[config.mk]
export PLATFORM = sky130hd
export DESIGN_NAME = debug_breakpoint_core
export DESIGN_NICKNAME = d
export VERILOG_FILES = /design/src/hw/debug_breakpoint_core.v
export VERILOG_INCLUDE_DIRS = /design/src /design/src/common
export SDC_FILE = /design/constraint.sdc
export NUM_CORES = 1
export LEC_CHECK = 0
export BUFFER_PORTS_ARGS = -buffer_cell sky130_fd_sc_hd__buf_2
export CORE_ASPECT_RATIO = 1.5
export CORE_MARGIN = 1.5
export CORE_UTILIZATION = 30
export DETAILED_ROUTE_END_ITERATION = 16
export PLACE_DENSITY = 0.56
export SETUP_SLACK_MARGIN = 0.02
export SLEW_MARGIN = 15
export SYNTH_ARGS = -nofsm -noshare
export SYNTH_HDL_FRONTEND = slang
export SYNTH_SLANG_ARGS = --single-unit
[constraint.sdc]
create_clock -name clk -period 1.9 [get_ports clk]
set_input_delay 0.38 -clock clk [delete_from_list [all_inputs] [get_ports clk]]
set_output_delay 0.38 -clock clk [all_outputs]
set_load 0.03 [all_outputs]
[src/common/debug_bkpt_map.vh]
`ifndef DEBUG_BKPT_MAP_VH
`define DEBUG_BKPT_MAP_VH
`define REG_COMMAND_WORD   16'hFF00
`define REG_STATUS         16'hFF01
`define REG_SHIFT_HI       16'hFF02
`define REG_SHIFT_LO       16'hFF03
`define REG_ADDR_HI        16'hFF04
`define REG_ADDR_LO        16'hFF05
`define REG_SAVED_CCR      16'hFF06
`define DEBUG_MAP_BASE_HI  8'hFF
`define ST_PERMIT_BIT      7
`define ST_ACTIVE_BIT      6
`define ST_TAG_BIT         5
`define ST_SHIFT_VALID_BIT 4
`define ST_STEP_BIT        3
`define STATUS_WMASK       8'hF8
`define STATUS_RESET       8'h00
`define CMD_HW_BIT         7
`define CMD_DATA_BIT       6
`define CMD_READ_BIT       5
`define CMD_ENTER_BACKGROUND_REQUEST_BIT      4
`define CMD_WORD_BIT       3
`define CMD_MAP_BIT        2
`define CMD_FLOW_HI        4
`define CMD_FLOW_LO        3
`define CMD_REG_HI         2
`define CMD_REG_LO         0
`define CMD_BACKGROUND     8'h90
`define FLOW_NONE          2'b00
`define FLOW_GO            2'b01
`define FLOW_STEP          2'b10
`define FLOW_TAG_GO        2'b11
`define REGSEL_NEXT        3'b010
`define REGSEL_PC          3'b011
`define MODE_OFF           2'b00
`define MODE_SWI_DUAL      2'b01
`define MODE_BDM_FULL      2'b10
`define MODE_BDM_DUAL      2'b11
`define IDLE_TIMEOUT_CYC   10'd512
`endif

[src/hw/debug_breakpoint_core.v]
// Summary of operation
// - Command word bit 7 reads 1 for hardware commands, 0 for firmware.
// - Command word data flag is 1 when command carries a data word.
// - Command word direction flag is 1 for read, 0 for write.
// - Background-request bit flags hardware background command; whole word is 90h.
// - Hardware size flag selects byte when 0, word when 1.
// - Map flag maps debug registers and ROM at FF00-FFFF during hardware access.
// - Firmware flow field: 01 resume, 10 single step, 11 tag and resume.
// - Register select 010 is pre-increment-X next word, 011 is program counter.
// - Status bit 7 permits background entry; hardware commands accepted unless tagging is set.
// - Status bit 6 is 1 while background mode is active.
// - Tagging bit set by tag-and-go, cleared on entry; blocks serial commands.
// - Shift-valid status bit and single-step status bit are kept.
// - Status resets to zero, bits 2..0 read zero, writable by commands/firmware.
// - Sixteen-bit shift word is readable and writable in all modes.
// - Sixteen-bit address hold is readable always, written only by debug hardware.
// - Condition codes are saved on background entry; firmware may overwrite.
// - A match enters background mode or raises software interrupt per mode.
// - No breakpoint fires while background mode is active.
// - Interrupt dual mode uses fetch tagging; direction and masks ignored.
// - In dual modes data-compare enable arms second address break; masks ignored.
// - Full mode ignores second range/direction; program break ignores data and masks.
// - Debug dual mode obeys program, range and direction controls per breakpoint.
// - Mode bits: 00 off, 01 interrupt dual, 10 full, 11 debug dual.
// - Command word clears after 512 cycles between host falling edges.
`timescale 1ns/1ps
`include "debug_bkpt_map.vh"
module debug_breakpoint_core (
    input  wire        clk,
    input  wire        reset_n,
    input  wire        host_line,
    input  wire        cmd_load,
    input  wire [7:0]  cmd_code,
    input  wire        shift_load,
    input  wire [15:0] shift_in,
    input  wire        shift_done,
    input  wire        addr_load,
    input  wire [15:0] addr_in,
    input  wire        enter_background,
    input  wire        exit_background,
    input  wire [7:0]  cpu_ccr,
    input  wire        reg_sel,
    input  wire        reg_write,
    input  wire [2:0]  reg_index,
    input  wire [7:0]  reg_wdata,
    output reg  [7:0]  reg_rdata,
    input  wire [15:0] bus_addr,
    input  wire [15:0] bus_data,
    input  wire        bus_read,
    input  wire        bus_valid,
    input  wire        bus_fetch,
    input  wire [1:0]  break_mode,
    input  wire        program_address_break,
    input  wire        first_low_range_enable,
    input  wire        second_low_range_enable,
    input  wire        data_compare_enable,
    input  wire        high_byte_mask,
    input  wire        low_byte_mask,
    input  wire        direction_match_value,
    input  wire        direction_match_enable,
    input  wire        second_direction_value,
    input  wire        second_direction_enable,
    input  wire [15:0] break_addr_value,
    input  wire [15:0] break_data_value,
    output wire        hw_command,
    output wire        has_data,
    output wire        is_read,
    output wire        enter_background_request,
    output wire        word_transfer,
    output wire        debug_map_select,
    output wire [1:0]  flow_control_field,
    output wire [2:0]  target_register_field,
    output wire        resume_cmd,
    output wire        single_step_cmd,
    output wire        tag_and_resume_cmd,
    output wire        read_write_next,
    output wire        select_pc,
    output wire        debug_map_active,
    output wire        background_grant,
    output wire        command_accept,
    output wire        debug_permit,
    output wire        debug_active_flag,
    output wire        tagging_enable,
    output wire        shift_valid,
    output reg         break_to_background,
    output reg         break_to_interrupt,
    output reg         break_tag_fetch
);
    reg  [7:0]  debug_command_word;
    reg  [7:0]  debug_status;
    reg  [15:0] debug_shift_word;
    reg  [15:0] debug_address_hold;
    reg  [7:0]  saved_condition_codes;
    reg         line_sync1;
    reg         line_sync2;
    reg         line_prev;
    reg  [9:0]  idle_count;
    reg  [7:0]  next_status;
    wire        host_fall;
    wire        status_wr;
    wire        entering;

    // Byte-lane compare with optional don't-care, reused by the address and data comparators.
    function byte_hit;
        input [7:0] a;
        input [7:0] b;
        input       care;
        begin
            byte_hit = !care || (a == b);
        end
    endfunction

    function dir_hit;
        input rd;
        input val;
        input en;
        begin
            dir_hit = !en || (rd == val);
        end
    endfunction

    // Host line is asynchronous; only the second stage and its one-cycle delayed copy feed logic.
    always @(posedge clk) begin
        if (!reset_n) begin
            line_sync1 <= 1'b1;
            line_sync2 <= 1'b1;
            line_prev  <= 1'b1;
        end else begin
            line_sync1 <= host_line;
            line_sync2 <= line_sync1;
            line_prev  <= line_sync2;
        end
    end
    assign host_fall = line_prev && !line_sync2;

    always @(posedge clk) begin
        if (!reset_n) begin
            idle_count <= 10'd0;
        end else if (host_fall) begin
            idle_count <= 10'd0;
        end else if (idle_count != `IDLE_TIMEOUT_CYC) begin
            idle_count <= idle_count + 10'd1;
        end
    end

    // The timeout clear loses to a freshly shifted command so none is dropped.
    always @(posedge clk) begin
        if (!reset_n) begin
            debug_command_word <= 8'h00;
        end else if (cmd_load) begin
            debug_command_word <= cmd_code;
        end else if (reg_sel && reg_write && reg_index == 3'd0) begin
            debug_command_word <= reg_wdata;
        end else if (idle_count == `IDLE_TIMEOUT_CYC - 10'd1 && !host_fall) begin
            debug_command_word <= 8'h00;
        end
    end

    assign hw_command               = debug_command_word[`CMD_HW_BIT];
    assign has_data                 = debug_command_word[`CMD_DATA_BIT];
    assign is_read                  = debug_command_word[`CMD_READ_BIT];
    assign enter_background_request = hw_command &&
                                      debug_command_word[`CMD_ENTER_BACKGROUND_REQUEST_BIT] &&
                                      debug_command_word == `CMD_BACKGROUND;
    assign word_transfer            = hw_command && debug_command_word[`CMD_WORD_BIT];
    assign debug_map_select         = hw_command && debug_command_word[`CMD_MAP_BIT];
    assign debug_map_active         = debug_active_flag ||
                                      (debug_map_select && !enter_background_request);
    assign flow_control_field       = hw_command ? 2'b00 :
                                      debug_command_word[`CMD_FLOW_HI:`CMD_FLOW_LO];
    assign resume_cmd               = flow_control_field == `FLOW_GO;
    assign single_step_cmd          = flow_control_field == `FLOW_STEP;
    assign tag_and_resume_cmd       = flow_control_field == `FLOW_TAG_GO;
    assign target_register_field    = debug_command_word[`CMD_REG_HI:`CMD_REG_LO];
    assign read_write_next          = !hw_command && has_data &&
                                      target_register_field == `REGSEL_NEXT;
    assign select_pc                = !hw_command && has_data &&
                                      target_register_field == `REGSEL_PC;

    assign debug_permit      = debug_status[`ST_PERMIT_BIT];
    assign debug_active_flag = debug_status[`ST_ACTIVE_BIT];
    assign tagging_enable    = debug_status[`ST_TAG_BIT];
    assign shift_valid       = debug_status[`ST_SHIFT_VALID_BIT];
    assign background_grant  = enter_background && debug_permit;
    assign entering          = background_grant && !debug_active_flag;
    // Hardware commands pass without permit; firmware needs active mode.
    assign command_accept    = !tagging_enable &&
                               (hw_command || debug_active_flag);
    assign status_wr         = reg_sel && reg_write && reg_index == 3'd1;

    always @* begin
        next_status = debug_status;
        if (status_wr) begin
            next_status = reg_wdata & `STATUS_WMASK;
        end
        if (shift_load) begin
            next_status[`ST_SHIFT_VALID_BIT] = 1'b0;
        end
        if (shift_done) begin
            next_status[`ST_SHIFT_VALID_BIT] = 1'b1;
        end
        if (exit_background) begin
            next_status[`ST_ACTIVE_BIT] = 1'b0;
        end
        if (debug_active_flag && single_step_cmd) begin
            next_status[`ST_STEP_BIT] = 1'b1;
        end
        if (debug_active_flag && tag_and_resume_cmd) begin
            next_status[`ST_TAG_BIT] = 1'b1;
        end
        // Entry wins over any concurrent write so the active flag is never lost.
        if (entering) begin
            next_status[`ST_ACTIVE_BIT] = 1'b1;
            next_status[`ST_TAG_BIT]    = 1'b0;
        end
    end

    always @(posedge clk) begin
        if (!reset_n) begin
            debug_status <= `STATUS_RESET;
        end else begin
            debug_status <= next_status;
        end
    end

    always @(posedge clk) begin
        if (!reset_n) begin
            debug_shift_word      <= 16'h0000;
            debug_address_hold    <= 16'h0000;
            saved_condition_codes <= 8'h00;
        end else begin
            if (shift_load) begin
                debug_shift_word <= shift_in;
            end else if (reg_sel && reg_write && reg_index == 3'd2) begin
                debug_shift_word[15:8] <= reg_wdata;
            end else if (reg_sel && reg_write && reg_index == 3'd3) begin
                debug_shift_word[7:0] <= reg_wdata;
            end
            if (addr_load) begin
                debug_address_hold <= addr_in;
            end
            if (entering) begin
                saved_condition_codes <= cpu_ccr;
            end else if (reg_sel && reg_write && reg_index == 3'd6) begin
                saved_condition_codes <= reg_wdata;
            end
        end
    end

    always @(posedge clk) begin
        if (!reset_n) begin
            reg_rdata <= 8'h00;
        end else if (reg_sel) begin
            case (reg_index)
                3'd0: reg_rdata <= debug_command_word;
                3'd1: reg_rdata <= debug_status & `STATUS_WMASK;
                3'd2: reg_rdata <= debug_shift_word[15:8];
                3'd3: reg_rdata <= debug_shift_word[7:0];
                3'd4: reg_rdata <= debug_address_hold[15:8];
                3'd5: reg_rdata <= debug_address_hold[7:0];
                3'd6: reg_rdata <= saved_condition_codes;
                default: reg_rdata <= 8'h00;
            endcase
        end
    end

    // Breakpoint comparators, evaluated on every valid bus cycle.
    wire first_addr_hit  = byte_hit(bus_addr[15:8], break_addr_value[15:8], 1'b1) &&
                           byte_hit(bus_addr[7:0], break_addr_value[7:0],
                                    first_low_range_enable);
    wire second_addr_hit = byte_hit(bus_addr[15:8], break_data_value[15:8], 1'b1) &&
                           byte_hit(bus_addr[7:0], break_data_value[7:0],
                                    second_low_range_enable);
    wire data_hit        = byte_hit(bus_data[15:8], break_data_value[15:8],
                                    !high_byte_mask) &&
                           byte_hit(bus_data[7:0], break_data_value[7:0],
                                    !low_byte_mask);
    wire first_dir_hit   = dir_hit(bus_read, direction_match_value,
                                   direction_match_enable);
    wire second_dir_hit  = dir_hit(bus_read, second_direction_value,
                                   second_direction_enable);
    wire tag_only        = program_address_break && bus_fetch;
    reg  next_bg;
    reg  next_swi;
    reg  next_tag;

    always @* begin
        next_bg  = 1'b0;
        next_swi = 1'b0;
        next_tag = 1'b0;
        case (break_mode)
            `MODE_SWI_DUAL: begin
                // Fetch-tagged only; direction and mask controls are ignored.
                next_swi = bus_fetch && (first_addr_hit ||
                           (data_compare_enable && second_addr_hit));
                next_tag = next_swi;
            end
            `MODE_BDM_FULL: begin
                if (program_address_break) begin
                    next_bg = tag_only && first_addr_hit;
                end else begin
                    next_bg = first_addr_hit && first_dir_hit &&
                              (!data_compare_enable || data_hit);
                end
                next_tag = next_bg && program_address_break;
            end
            `MODE_BDM_DUAL: begin
                if (program_address_break) begin
                    next_bg = tag_only && (first_addr_hit ||
                              (data_compare_enable && second_addr_hit));
                end else begin
                    next_bg = (first_addr_hit && first_dir_hit) ||
                              (data_compare_enable && second_addr_hit &&
                               second_dir_hit);
                end
                next_tag = next_bg && program_address_break;
            end
            default: begin
                next_bg = 1'b0;
            end
        endcase
        // No hardware gate on the permit bit; firmware handles that case.
        if (!bus_valid || debug_active_flag) begin
            next_bg  = 1'b0;
            next_swi = 1'b0;
            next_tag = 1'b0;
        end
    end

    always @(posedge clk) begin
        if (!reset_n) begin
            break_to_background <= 1'b0;
            break_to_interrupt  <= 1'b0;
            break_tag_fetch     <= 1'b0;
        end else begin
            break_to_background <= next_bg;
            break_to_interrupt  <= next_swi;
            break_tag_fetch     <= next_tag;
        end
    end
endmodule

==> impl_table.tex, run 1 <==
\begin{tabular}{lr}
\hline
Metric & Value \\
\hline
\multicolumn{2}{l}{\textbf{Final layout}} \\
Final core area utilization & 41.5\% \\
Number of antenna cells inserted & 0 \\
Net count reported at finish & 825 \\
Fraction of layout instances using a drive strength above 1 & 36.1\% \\
Layout area overhead & 34.7\% \\
Fill cell instance count of the final layout & 1467 \\
\multicolumn{2}{l}{\textbf{Global route}} \\
Pin count of the biggest net entering global routing & 50 \\
GR Util All Layers & 19.1\% \\
Initial antenna violation count & 0 \\
Global-route wire length before repair & 22.8 mm \\
Vias in the first global route & 4463 \\
Total overflow reported by the global router & 0 \\
\multicolumn{2}{l}{\textbf{Synthesis}} \\
Number of standard cells after synthesis & 487 \\
Average size of a mapped cell & 9.28 um2 \\
Library cell occupying the most area in the post-synthesis netlist & dfxtp\_1 \\
Main flop type after synthesis & dfxtp\_1 \\
Number of synthesized register bits & 77 \\
Share of flip-flops with an asynchronous set or reset & 0\% \\
Top area cells in the synthesized netlist & dfxtp\_1, mux2i\_1, xnor2\_1 \\
Count of different cell masters after synthesis & 59 \\
Synth Net Count & 638 \\
Part of the Yosys area used for sequential elements & 34.1\% \\
Area fraction of the dominant cell type after synthesis & 34.1\% \\
YS warnings & 0 \\
Post-synth EDFFs & 0 \\
Post-synthesis instance area & 4520 um2 \\
\multicolumn{2}{l}{\textbf{STA}} \\
Transition time at the pin with the least slew margin & 747 ps \\
Setup repair after global routing missed its margin & true \\
Worst rel slew slack & 49.8\% \\
Final min period & 1840 ps \\
Period utilization & 97.0\% \\
Setup violation total in the final timing report & 0 \\
Hold violation count in the final report & 0 \\
Max Clock Skew & 5.80 ps \\
Maximum frequency from static timing analysis & 0.542 GHz \\
Setup Total Neg Slack & 0 ps \\
Final number of max-transition violations & 0 \\
\multicolumn{2}{l}{\textbf{Die}} \\
Row cnt & 54 \\
Initial core utilization & 30.8\% \\
Placeable Area & 14700 um2 \\
Vertical die dimension & 153 um \\
I/O pin cnt & 183 \\
Die area & 15800 um2 \\
Die X & 103 um \\
\multicolumn{2}{l}{\textbf{Drt}} \\
Metal3 WL & 947 um \\
Highest metal layer with signal wires & met4 \\
Routed length per placed instance & 17.5 um \\
Wire length on met1 & 6.03 mm \\
DRT Pass-1 Iters & 5 \\
Final routed wirelength across all metal layers & 15.3 mm \\
Drt first-iter violations & 250 \\
Routed wire length on met2 & 7.76 mm \\
Total number of vias & 4280 \\
Mean number of vias per cell & 4.89 \\
Remaining design rule violation count & 0 \\
Remaining antenna violation count & 0 \\
\multicolumn{2}{l}{\textbf{Setup path}} \\
Critical path data arrival time & 1460 ps \\
Worst Path Class, Setup & reg2out \\
Required time of the worst setup path & 1520 ps \\
Capturing element type of the critical path & output port \\
Startpoint Class & flop \\
Maximum fanout encountered on the critical timing path & 2 \\
Logic depth of the worst register-to-register path & 5 \\
\multicolumn{2}{l}{\textbf{Placement}} \\
Count of buffers inserted at the top-level ports & 182 \\
HPWL after DPL & 12.1 mm \\
Gp weighted congestion & 0.848 \\
\multicolumn{2}{l}{\textbf{Pwr}} \\
Pleak & 2.80 nW \\
Maximum resistive drop on vdd & 0.441 mV \\
Power per unit of standard cell area & 722 nW/um2 \\
\multicolumn{2}{l}{\textbf{CTS}} \\
Clock-pin slew of the registers on the worst-case setup and hold paths & 60 ps \\
Root buffer cell & clkbuf\_16 \\
Level count of the clock H-tree & 3 \\
Number of clock buffers inserted by TritonCTS & 9 \\
Post-CTS Hold Buffers & 0 \\
Clock tree from TritonCTS & done \\
Clock latency on the worst-skew pair & 340 ps \\
CTS max path bufs & 2 \\
Number of sinks driven by the clock tree & 77 \\
\multicolumn{2}{l}{\textbf{Hold path}} \\
Cells on Worst Hold Path & 2 \\
Class of the worst hold path & in2reg \\
\multicolumn{2}{l}{\textbf{Flow run}} \\
Max-cap violation count & 0 \\
\multicolumn{2}{l}{\textbf{Outcome}} \\
Run status & completed \\
\hline
\end{tabular}
cells in the final DEF (no fill, tap or decap), drive strengths merged, types with 5 or more instances in the layout:
cell type	instances
clkbuf	13
mux2i	51
buf	205
nand2	40
a22oi	6
a222oi	8
nor2	20
o211a	8
and2	24
nand4	10
nand3b	5
nor4	5
inv	6
o21a	6
dfxtp	77
nand2b	7
nor2b	36
xnor2	37
nor3	5
a21oi	8
o21ai	22
mux4	6
nand3	11
xor2	20
area by class of cell:
type,count,area [um2],area share (%)
Clock buffer,13,260,4.27
Clock inverter,3,67.6,1.11
Inverter,6,22.5,0.370
Multi-Input combinational cell,375,2810,46.1
Sequential cell,77,1560,25.6
Tap cell,196,245,4.03
Timing Repair Buffer,205,1130,18.6
worst paths after layout:
path / start / to / slack, ps
setup / recovery: debug_command_word[1] / enter_background_request / 60
hold / removal: host_line / line_sync1 / 230
setup reg to reg: idle_count[0] / debug_command_word[5] / 310
hold reg to reg: line_sync1 / line_sync2 / 410
critical path, cell delays in order (launching register included):
cell and delay (ps):
dfxtp_4 340, or4_4 520, nor2_4 130, buf_6 130
cell families (layout without fill, tap and decap cells):
family	after synthesis	in the layout	synth area share [%]
DFF	77	77	34.1
xor gates and xnor gates	57	57	11.0
muxes	61	61	15.3
adders and majority gates	2	2	0.554
and+or+nand+nor	179	179	22.4
AOI/OAI and AO/OA	76	76	12.4
buffers and inverters	35	227	4.18
where the power goes:
group	leakage [nW]	total [mW]	switching (mW)	internal (mW)
sequential	0.634	1.74	0.0529	1.69
clock	0.156	1.88	0.656	1.22
combinational	2.01	0.779	0.407	0.372
total	2.80	4.40	1.12	3.28
routing by layer:
layer / vias up / global-route usage, %
met1: 1965 / 20.5
met3: 32 / 3.43
met4: 0 / 8.88
met2: 188 / 35.1
met5: - / 0
li1: 2095 / -
state kept, by name, indices dropped and copies added, names as in the netlist:
name                   flops
line_prev                  1
debug_status               5
debug_command_word         8
reg_rdata                  8
line_sync2                 1
break_to_background        1
line_sync1                 1
debug_address_hold        16
saved_condition_codes      8
break_to_interrupt         1
debug_shift_word          16
idle_count                10
break_tag_fetch            1
stage by stage:
stage / cell area (um2) / instances / setup WS, ps / total power [mW] / hold slack [ps]
final: 6090 / 875 / 56.6 / 4.40 / 226
after global placement: 5700 / 856 / 163 / 2.53 / 392
after CTS: 6080 / 875 / 21.4 / 4.44 / 215
after floorplan: 4520 / 487 / 8.56 / 2.19 / 386
after detailed placement: 5700 / 856 / 118 / 2.54 / 406
after global routing: 6090 / 875 / 9.31 / 4.56 / 236
synthesized netlist by cell type, types with 3 or more instances:
master and instances:
nand2_1 40, o21ai_0 13, nor3_1 5, inv_1 6
a21oi_1 8, mux2i_1 51, a211oi_1 3, a22oi_1 6
o21a_1 6, nand2b_1 7, nor4_1 4, and2_1 24
o211a_1 8, nand3b_1 4, xor2_1 20, mux4_2 6
buf_2 4, clkbuf_1 11, nor2b_1 36, xnor2_1 37
o21ai_1 8, buf_4 10, dfxtp_1 77, o2bb2ai_1 3
nand3_1 11, o22ai_1 3, nand4_1 9, nor2_1 20
a222oi_1 8
what timing repair did:
item                       in CTS  in global routing
resized for setup              12                  3
pin swaps                       2                  1
setup buffers                   3                  0
setup endpoints to repair       2                  3
Power figures use the tool's default switching activity.
==> run 2: changes to the inputs <==
- RECOVER_POWER: not set -> 100
==> impl_table.tex, run 2 (synthesis results as in run 1) <==
\begin{tabular}{lr}
\hline
Metric & Value \\
\hline
\multicolumn{2}{l}{\textbf{Die}} \\
Die X & 103 um \\
Die area & 15800 um2 \\
Row cnt & 54 \\
I/O pin cnt & 183 \\
Placeable Area & 14700 um2 \\
Vertical die dimension & 153 um \\
Initial core utilization & 30.8\% \\
\multicolumn{2}{l}{\textbf{Setup path}} \\
Capturing point of the worst reg2reg path & debug\_command\_word[5] \\
Maximum fanout encountered on the critical timing path & 2 \\
Total buffers and inverters traversed by the critical path & 1 \\
Logic depth of the worst register-to-register path & 5 \\
Required time of the worst setup path & 1520 ps \\
Critical path data arrival time & 1460 ps \\
R2R Path Start & idle\_count[0] \\
Startpoint Class & flop \\
Setup slack of the worst register-to-register path & 160 ps \\
Worst Path Class, Setup & reg2out \\
Cell chain of the critical path & or4\_4 -> nor2\_4 -> buf\_6 \\
Critical path's largest stage delay & 520 ps \\
Top Family by Delay on Critical Path & simple AND/OR/NAND/NOR gates \\
Library cell contributing the largest single delay on the critical path & or4\_4 \\
Capturing element type of the critical path & output port \\
\multicolumn{2}{l}{\textbf{Drt}} \\
Final routed wirelength across all metal layers & 15.3 mm \\
Mean number of vias per cell & 4.89 \\
Remaining design rule violation count & 0 \\
DRT Pass-1 Iters & 5 \\
Total number of vias & 4282 \\
Remaining antenna violation count & 0 \\
Drt first-iter violations & 221 \\
Routed length per placed instance & 17.4 um \\
\multicolumn{2}{l}{\textbf{CTS}} \\
Clock-pin slew of the registers on the worst-case setup and hold paths & 60 ps \\
CTS max path bufs & 2 \\
Clock tree from TritonCTS & done \\
Number of clock buffers inserted by TritonCTS & 9 \\
Level count of the clock H-tree & 3 \\
Number of sinks driven by the clock tree & 77 \\
Clock latency on the worst-skew pair & 340 ps \\
Root buffer cell & clkbuf\_16 \\
Post-CTS Hold Buffers & 0 \\
\multicolumn{2}{l}{\textbf{Final layout}} \\
Fraction of layout instances using a drive strength above 1 & 32.3\% \\
Commonest non-fill, non-tap cell in the layout & buf\_2 \\
Number of antenna cells inserted & 0 \\
Commonest cells after routing, fill and taps aside & buf\_2, dfxtp\_1, mux2i\_1 \\
Layout area overhead & 33.6\% \\
Net count reported at finish & 825 \\
Largest registers ranked by flip-flop count & debug\_address\_hold x16, debug\_shift\_word x16, idle\_count x10 \\
Fill cell instance count of the final layout & 1477 \\
Area of all placed cells without fillers & 6040 um2 \\
Final core area utilization & 41.2\% \\
\multicolumn{2}{l}{\textbf{Global route}} \\
Pin count of the biggest net entering global routing & 50 \\
Global-route wire length before repair & 22.8 mm \\
Vias in the first global route & 4463 \\
GR Util All Layers & 19.1\% \\
Initial antenna violation count & 0 \\
Total overflow reported by the global router & 0 \\
\multicolumn{2}{l}{\textbf{Pwr}} \\
Switching Fraction & 25.4\% \\
Switching component of the power & 1.12 mW \\
Power per unit of standard cell area & 727 nW/um2 \\
Internal Pwr Total & 3.27 mW \\
Sequential share of power & 39.6\% \\
Clock power share & 42.8\% \\
Proportion of power drawn by combinational gates & 17.6\% \\
Pleak & 2.68 nW \\
Maximum resistive drop on vdd & 0.442 mV \\
\multicolumn{2}{l}{\textbf{STA}} \\
Final min period & 1840 ps \\
Hold violation count in the final report & 0 \\
Setup violation total in the final timing report & 0 \\
Final number of max-transition violations & 0 \\
Maximum frequency from static timing analysis & 0.542 GHz \\
Period utilization & 97.1\% \\
Worst rel slew slack & 50.3\% \\
Setup Total Neg Slack & 0 ps \\
Max Clock Skew & 5.77 ps \\
Transition time at the pin with the least slew margin & 745 ps \\
Slack of the critical path & 55.9 ps \\
Setup repair after global routing missed its margin & true \\
\multicolumn{2}{l}{\textbf{Hold path}} \\
Cells on Worst Hold Path & 2 \\
Startpoint of the worst hold path & host\_line \\
Class of the worst hold path & in2reg \\
Worst Hold Path EP & line\_sync1 \\
\multicolumn{2}{l}{\textbf{Placement}} \\
Placement-stage cell area & 5700 um2 \\
HPWL after DPL & 12.1 mm \\
Pre-CTS setup slack & 118 ps \\
Count of buffers inserted at the top-level ports & 182 \\
Gp weighted congestion & 0.848 \\
\multicolumn{2}{l}{\textbf{Outcome}} \\
Run status & completed \\
\multicolumn{2}{l}{\textbf{Flow run}} \\
Max-cap violation count & 0 \\
\hline
\end{tabular}
[run 2: cell count changes in the layout (fill, tap and decap cells not counted)]
cell | previous run | this run
a211oi_4 | 1 | 0
and3_1 | 2 | 3
buf_4 | 21 | 17
and2_0 | 0 | 7
clkbuf_1 | 2 | 27
and2_1 | 24 | 17
clkbuf_4 | 0 | 1
clkbuf_2 | 0 | 7
and3_4 | 1 | 0
a211oi_2 | 0 | 1
buf_2 | 180 | 151
[run 2: worst max path at each step]
stage	startpoint	cells after the start	slack (ps)	to
floorplan	debug_command_word[7]	2	9	resume_cmd
global placement	break_data_value[13]	6	160	break_tag_fetch
detailed placement	reg_index[0]	6	120	debug_command_word[3]
CTS	debug_command_word[2]	3	20	enter_background_request
global route	debug_command_word[7]	4	8	tag_and_resume_cmd
finish	debug_command_word[1]	3	60	enter_background_request
[run 2: routing by layer]
| metal | track usage, % | vias up | wire [um] |
|---|---|---|---|
| met4 | 8.88 | 0 | 531 |
| met3 | 3.43 | 33 | 973 |
| met1 | 20.5 | 1961 | 5910 |
| li1 | - | 2096 | - |
| met5 | 0 | - | 0 |
| met2 | 35.1 | 192 | 7850 |
[run 2: cell type report]
cell class | count | area [um2] | area share, %
multi-input combinational | 375 | 2790 | 46.3
sequential | 77 | 1560 | 25.8
timing repair buffer | 205 | 1090 | 18.1
clock buffer | 13 | 260 | 4.31
tap | 196 | 245 | 4.06
clock inverter | 3 | 67.6 | 1.12
inverter | 6 | 22.5 | 0.373
[run 2: what timing repair did]
action,CTS,global route
resized for setup,12,3
setup buffers,3,0
setup endpoints to repair,2,3
pin swaps,2,1
[run 2: stage by stage]
stage	hold WS [ps]	total power [mW]	std cells
after global placement	392	2.53	856
after CTS	215	4.44	875
after global routing	236	4.55	875
final	227	4.39	875
after detailed placement	406	2.54	856
after floorplan	386	2.19	487
[run 2: power groups by stage]
stage          combinational (mW)  clock, mW  sequential [mW]
6_report                    0.770       1.88             1.74
5_1_grt                     0.839       1.97             1.75
4_1_cts                     0.782       1.92             1.74
3_5_place_dp                0.765          0             1.78
3_3_place_gp                0.751          0             1.78
2_1_floorplan               0.407          0             1.78
==> run 3: changes to the inputs <==
- PLACE_DENSITY: 0.56 -> not set
- PLACE_DENSITY_LB_ADDON: not set -> 0.15
==> impl_table.tex, run 3 (synthesis results as in run 1) <==
\begin{tabular}{lr}
\hline
Metric & Value \\
\hline
\multicolumn{2}{l}{\textbf{Setup path}} \\
Required time of the worst setup path & 1520 ps \\
Setup slack of the worst register-to-register path & 220 ps \\
Cell chain of the critical path & or4\_1 -> nor2\_2 -> buf\_6 \\
Maximum fanout encountered on the critical timing path & 2 \\
Capturing element type of the critical path & output port \\
Critical path's largest stage delay & 540 ps \\
CP startpoint & debug\_command\_word[0] \\
Library cell contributing the largest single delay on the critical path & or4\_1 \\
Startpoint Class & flop \\
Critical path data arrival time & 1450 ps \\
Worst Path Class, Setup & reg2out \\
R2R Path Start & debug\_status[7] \\
\multicolumn{2}{l}{\textbf{Outcome}} \\
Run status & completed \\
\multicolumn{2}{l}{\textbf{Final layout}} \\
Fill cell instance count of the final layout & 1542 \\
Total area of multi-input combinational cells & 2790 um2 \\
Largest registers ranked by flip-flop count & debug\_address\_hold x16, debug\_shift\_word x16, idle\_count x10 \\
Layout area overhead & 33.3\% \\
Commonest cells after routing, fill and taps aside & buf\_2, dfxtp\_1, mux2i\_1 \\
Area used by sequential logic in the layout & 1540 um2 \\
Commonest non-fill, non-tap cell in the layout & buf\_2 \\
Fraction of layout instances using a drive strength above 1 & 30.4\% \\
Net count reported at finish & 828 \\
\multicolumn{2}{l}{\textbf{Global route}} \\
Pin count of the biggest net entering global routing & 68 \\
Global-route wire length before repair & 22.2 mm \\
GR Util All Layers & 18.7\% \\
Vias in the first global route & 4225 \\
Total overflow reported by the global router & 0 \\
Initial antenna violation count & 2 \\
\multicolumn{2}{l}{\textbf{CTS}} \\
Post-CTS setup buffer count & 0 \\
Level count of the clock H-tree & 3 \\
Clock-pin slew of the registers on the worst-case setup and hold paths & 60 ps \\
Number of sinks driven by the clock tree & 77 \\
Clock tree from TritonCTS & done \\
Clock latency on the worst-skew pair & 330 ps \\
Number of clock buffers inserted by TritonCTS & 9 \\
Root buffer cell & clkbuf\_16 \\
CTS max path bufs & 2 \\
\multicolumn{2}{l}{\textbf{Pwr}} \\
Power per unit of standard cell area & 744 nW/um2 \\
Pleak & 2.66 nW \\
Maximum resistive drop on vdd & 0.450 mV \\
Final Total Pwr & 4.48 mW \\
\multicolumn{2}{l}{\textbf{STA}} \\
Final number of max-transition violations & 0 \\
Transition time at the pin with the least slew margin & 1360 ps \\
Final min period & 1830 ps \\
Setup Total Neg Slack & 0 ps \\
Setup repair after global routing missed its margin & false \\
WHS & 224 ps \\
Worst rel slew slack & 9.43\% \\
Max Clock Skew & 7.78 ps \\
Setup violation total in the final timing report & 0 \\
Period utilization & 96.3\% \\
Maximum frequency from static timing analysis & 0.547 GHz \\
Hold violation count in the final report & 0 \\
\multicolumn{2}{l}{\textbf{Die}} \\
Die area & 15800 um2 \\
Initial core utilization & 30.8\% \\
Row cnt & 54 \\
Die X & 103 um \\
Vertical die dimension & 153 um \\
Placeable Area & 14700 um2 \\
I/O pin cnt & 183 \\
\multicolumn{2}{l}{\textbf{Drt}} \\
Remaining antenna violation count & 0 \\
Mean number of vias per cell & 4.78 \\
Routed length per placed instance & 16.9 um \\
Drt first-iter violations & 162 \\
DRT Pass-1 Iters & 5 \\
Remaining design rule violation count & 0 \\
Final routed wirelength across all metal layers & 14.9 mm \\
Total number of vias & 4200 \\
\multicolumn{2}{l}{\textbf{Flow run}} \\
Max-cap violation count & 0 \\
\multicolumn{2}{l}{\textbf{Placement}} \\
Gp weighted congestion & 0.788 \\
Count of buffers inserted at the top-level ports & 182 \\
HPWL after DPL & 12.0 mm \\
\multicolumn{2}{l}{\textbf{Hold path}} \\
Class of the worst hold path & in2reg \\
Startpoint of the worst hold path & host\_line \\
\hline
\end{tabular}
[run 3: final timing paths]
check,end,cells after the start
setup / recovery,enter_background_request,3
hold / removal,line_sync1,2
setup reg to reg,saved_condition_codes[1],7
hold reg to reg,line_sync2,1
[run 3: worst max-delay path, delay by kind of cell, from the launching register on]
family / cells / cell delay [ps]
flip-flops: 1 / 300
AND/OR/NAND/NOR: 2 / 670
buffers and inverters: 1 / 140
[run 3: final cells by class]
cell class,count,area share (%)
clock inverters,4,1.58
multi-input cells,375,46.3
repair buffers,208,17.8
diodes,2,0.0831
well taps,196,4.07
flip-flops and latches,77,25.6
inverters,6,0.374
clock buffers,11,4.20
[run 3: timing repair]
item,4_1_cts,5_1_grt
pin swaps,0,1
endpoints found under the setup margin,1,1
hold buffers,0,0
resized for setup,2,1
[run 3: metrics by stage]
step           cells  utilization, %  worst slack (ps)  area [um2]
6_report         879            41.1              70.7        6020
5_1_grt          879            41.1              18.8        6020
4_1_cts          877            41.6              23.4        6100
3_5_place_dp     862            39.2              63.2        5750
3_3_place_gp     862            39.2               121        5750
2_1_floorplan    487               -              8.56        4520
[run 3: report_power, final]
group	switching (mW)	total, mW	internal, mW	leakage (nW)
Clock	0.644	1.99	1.34	0.172
Sequential	0.0490	1.74	1.69	0.631
Combinational	0.394	0.756	0.362	1.85
Total	1.09	4.48	3.39	2.66
[run 3: metal layers]
layer	wire length, um	up-vias	GRT usage [%]
met4	338	0	5.86
met1	5790	1928	19.9
met2	7990	145	35.7
li1	-	2110	-
met5	0	-	0
met3	783	17	3.43
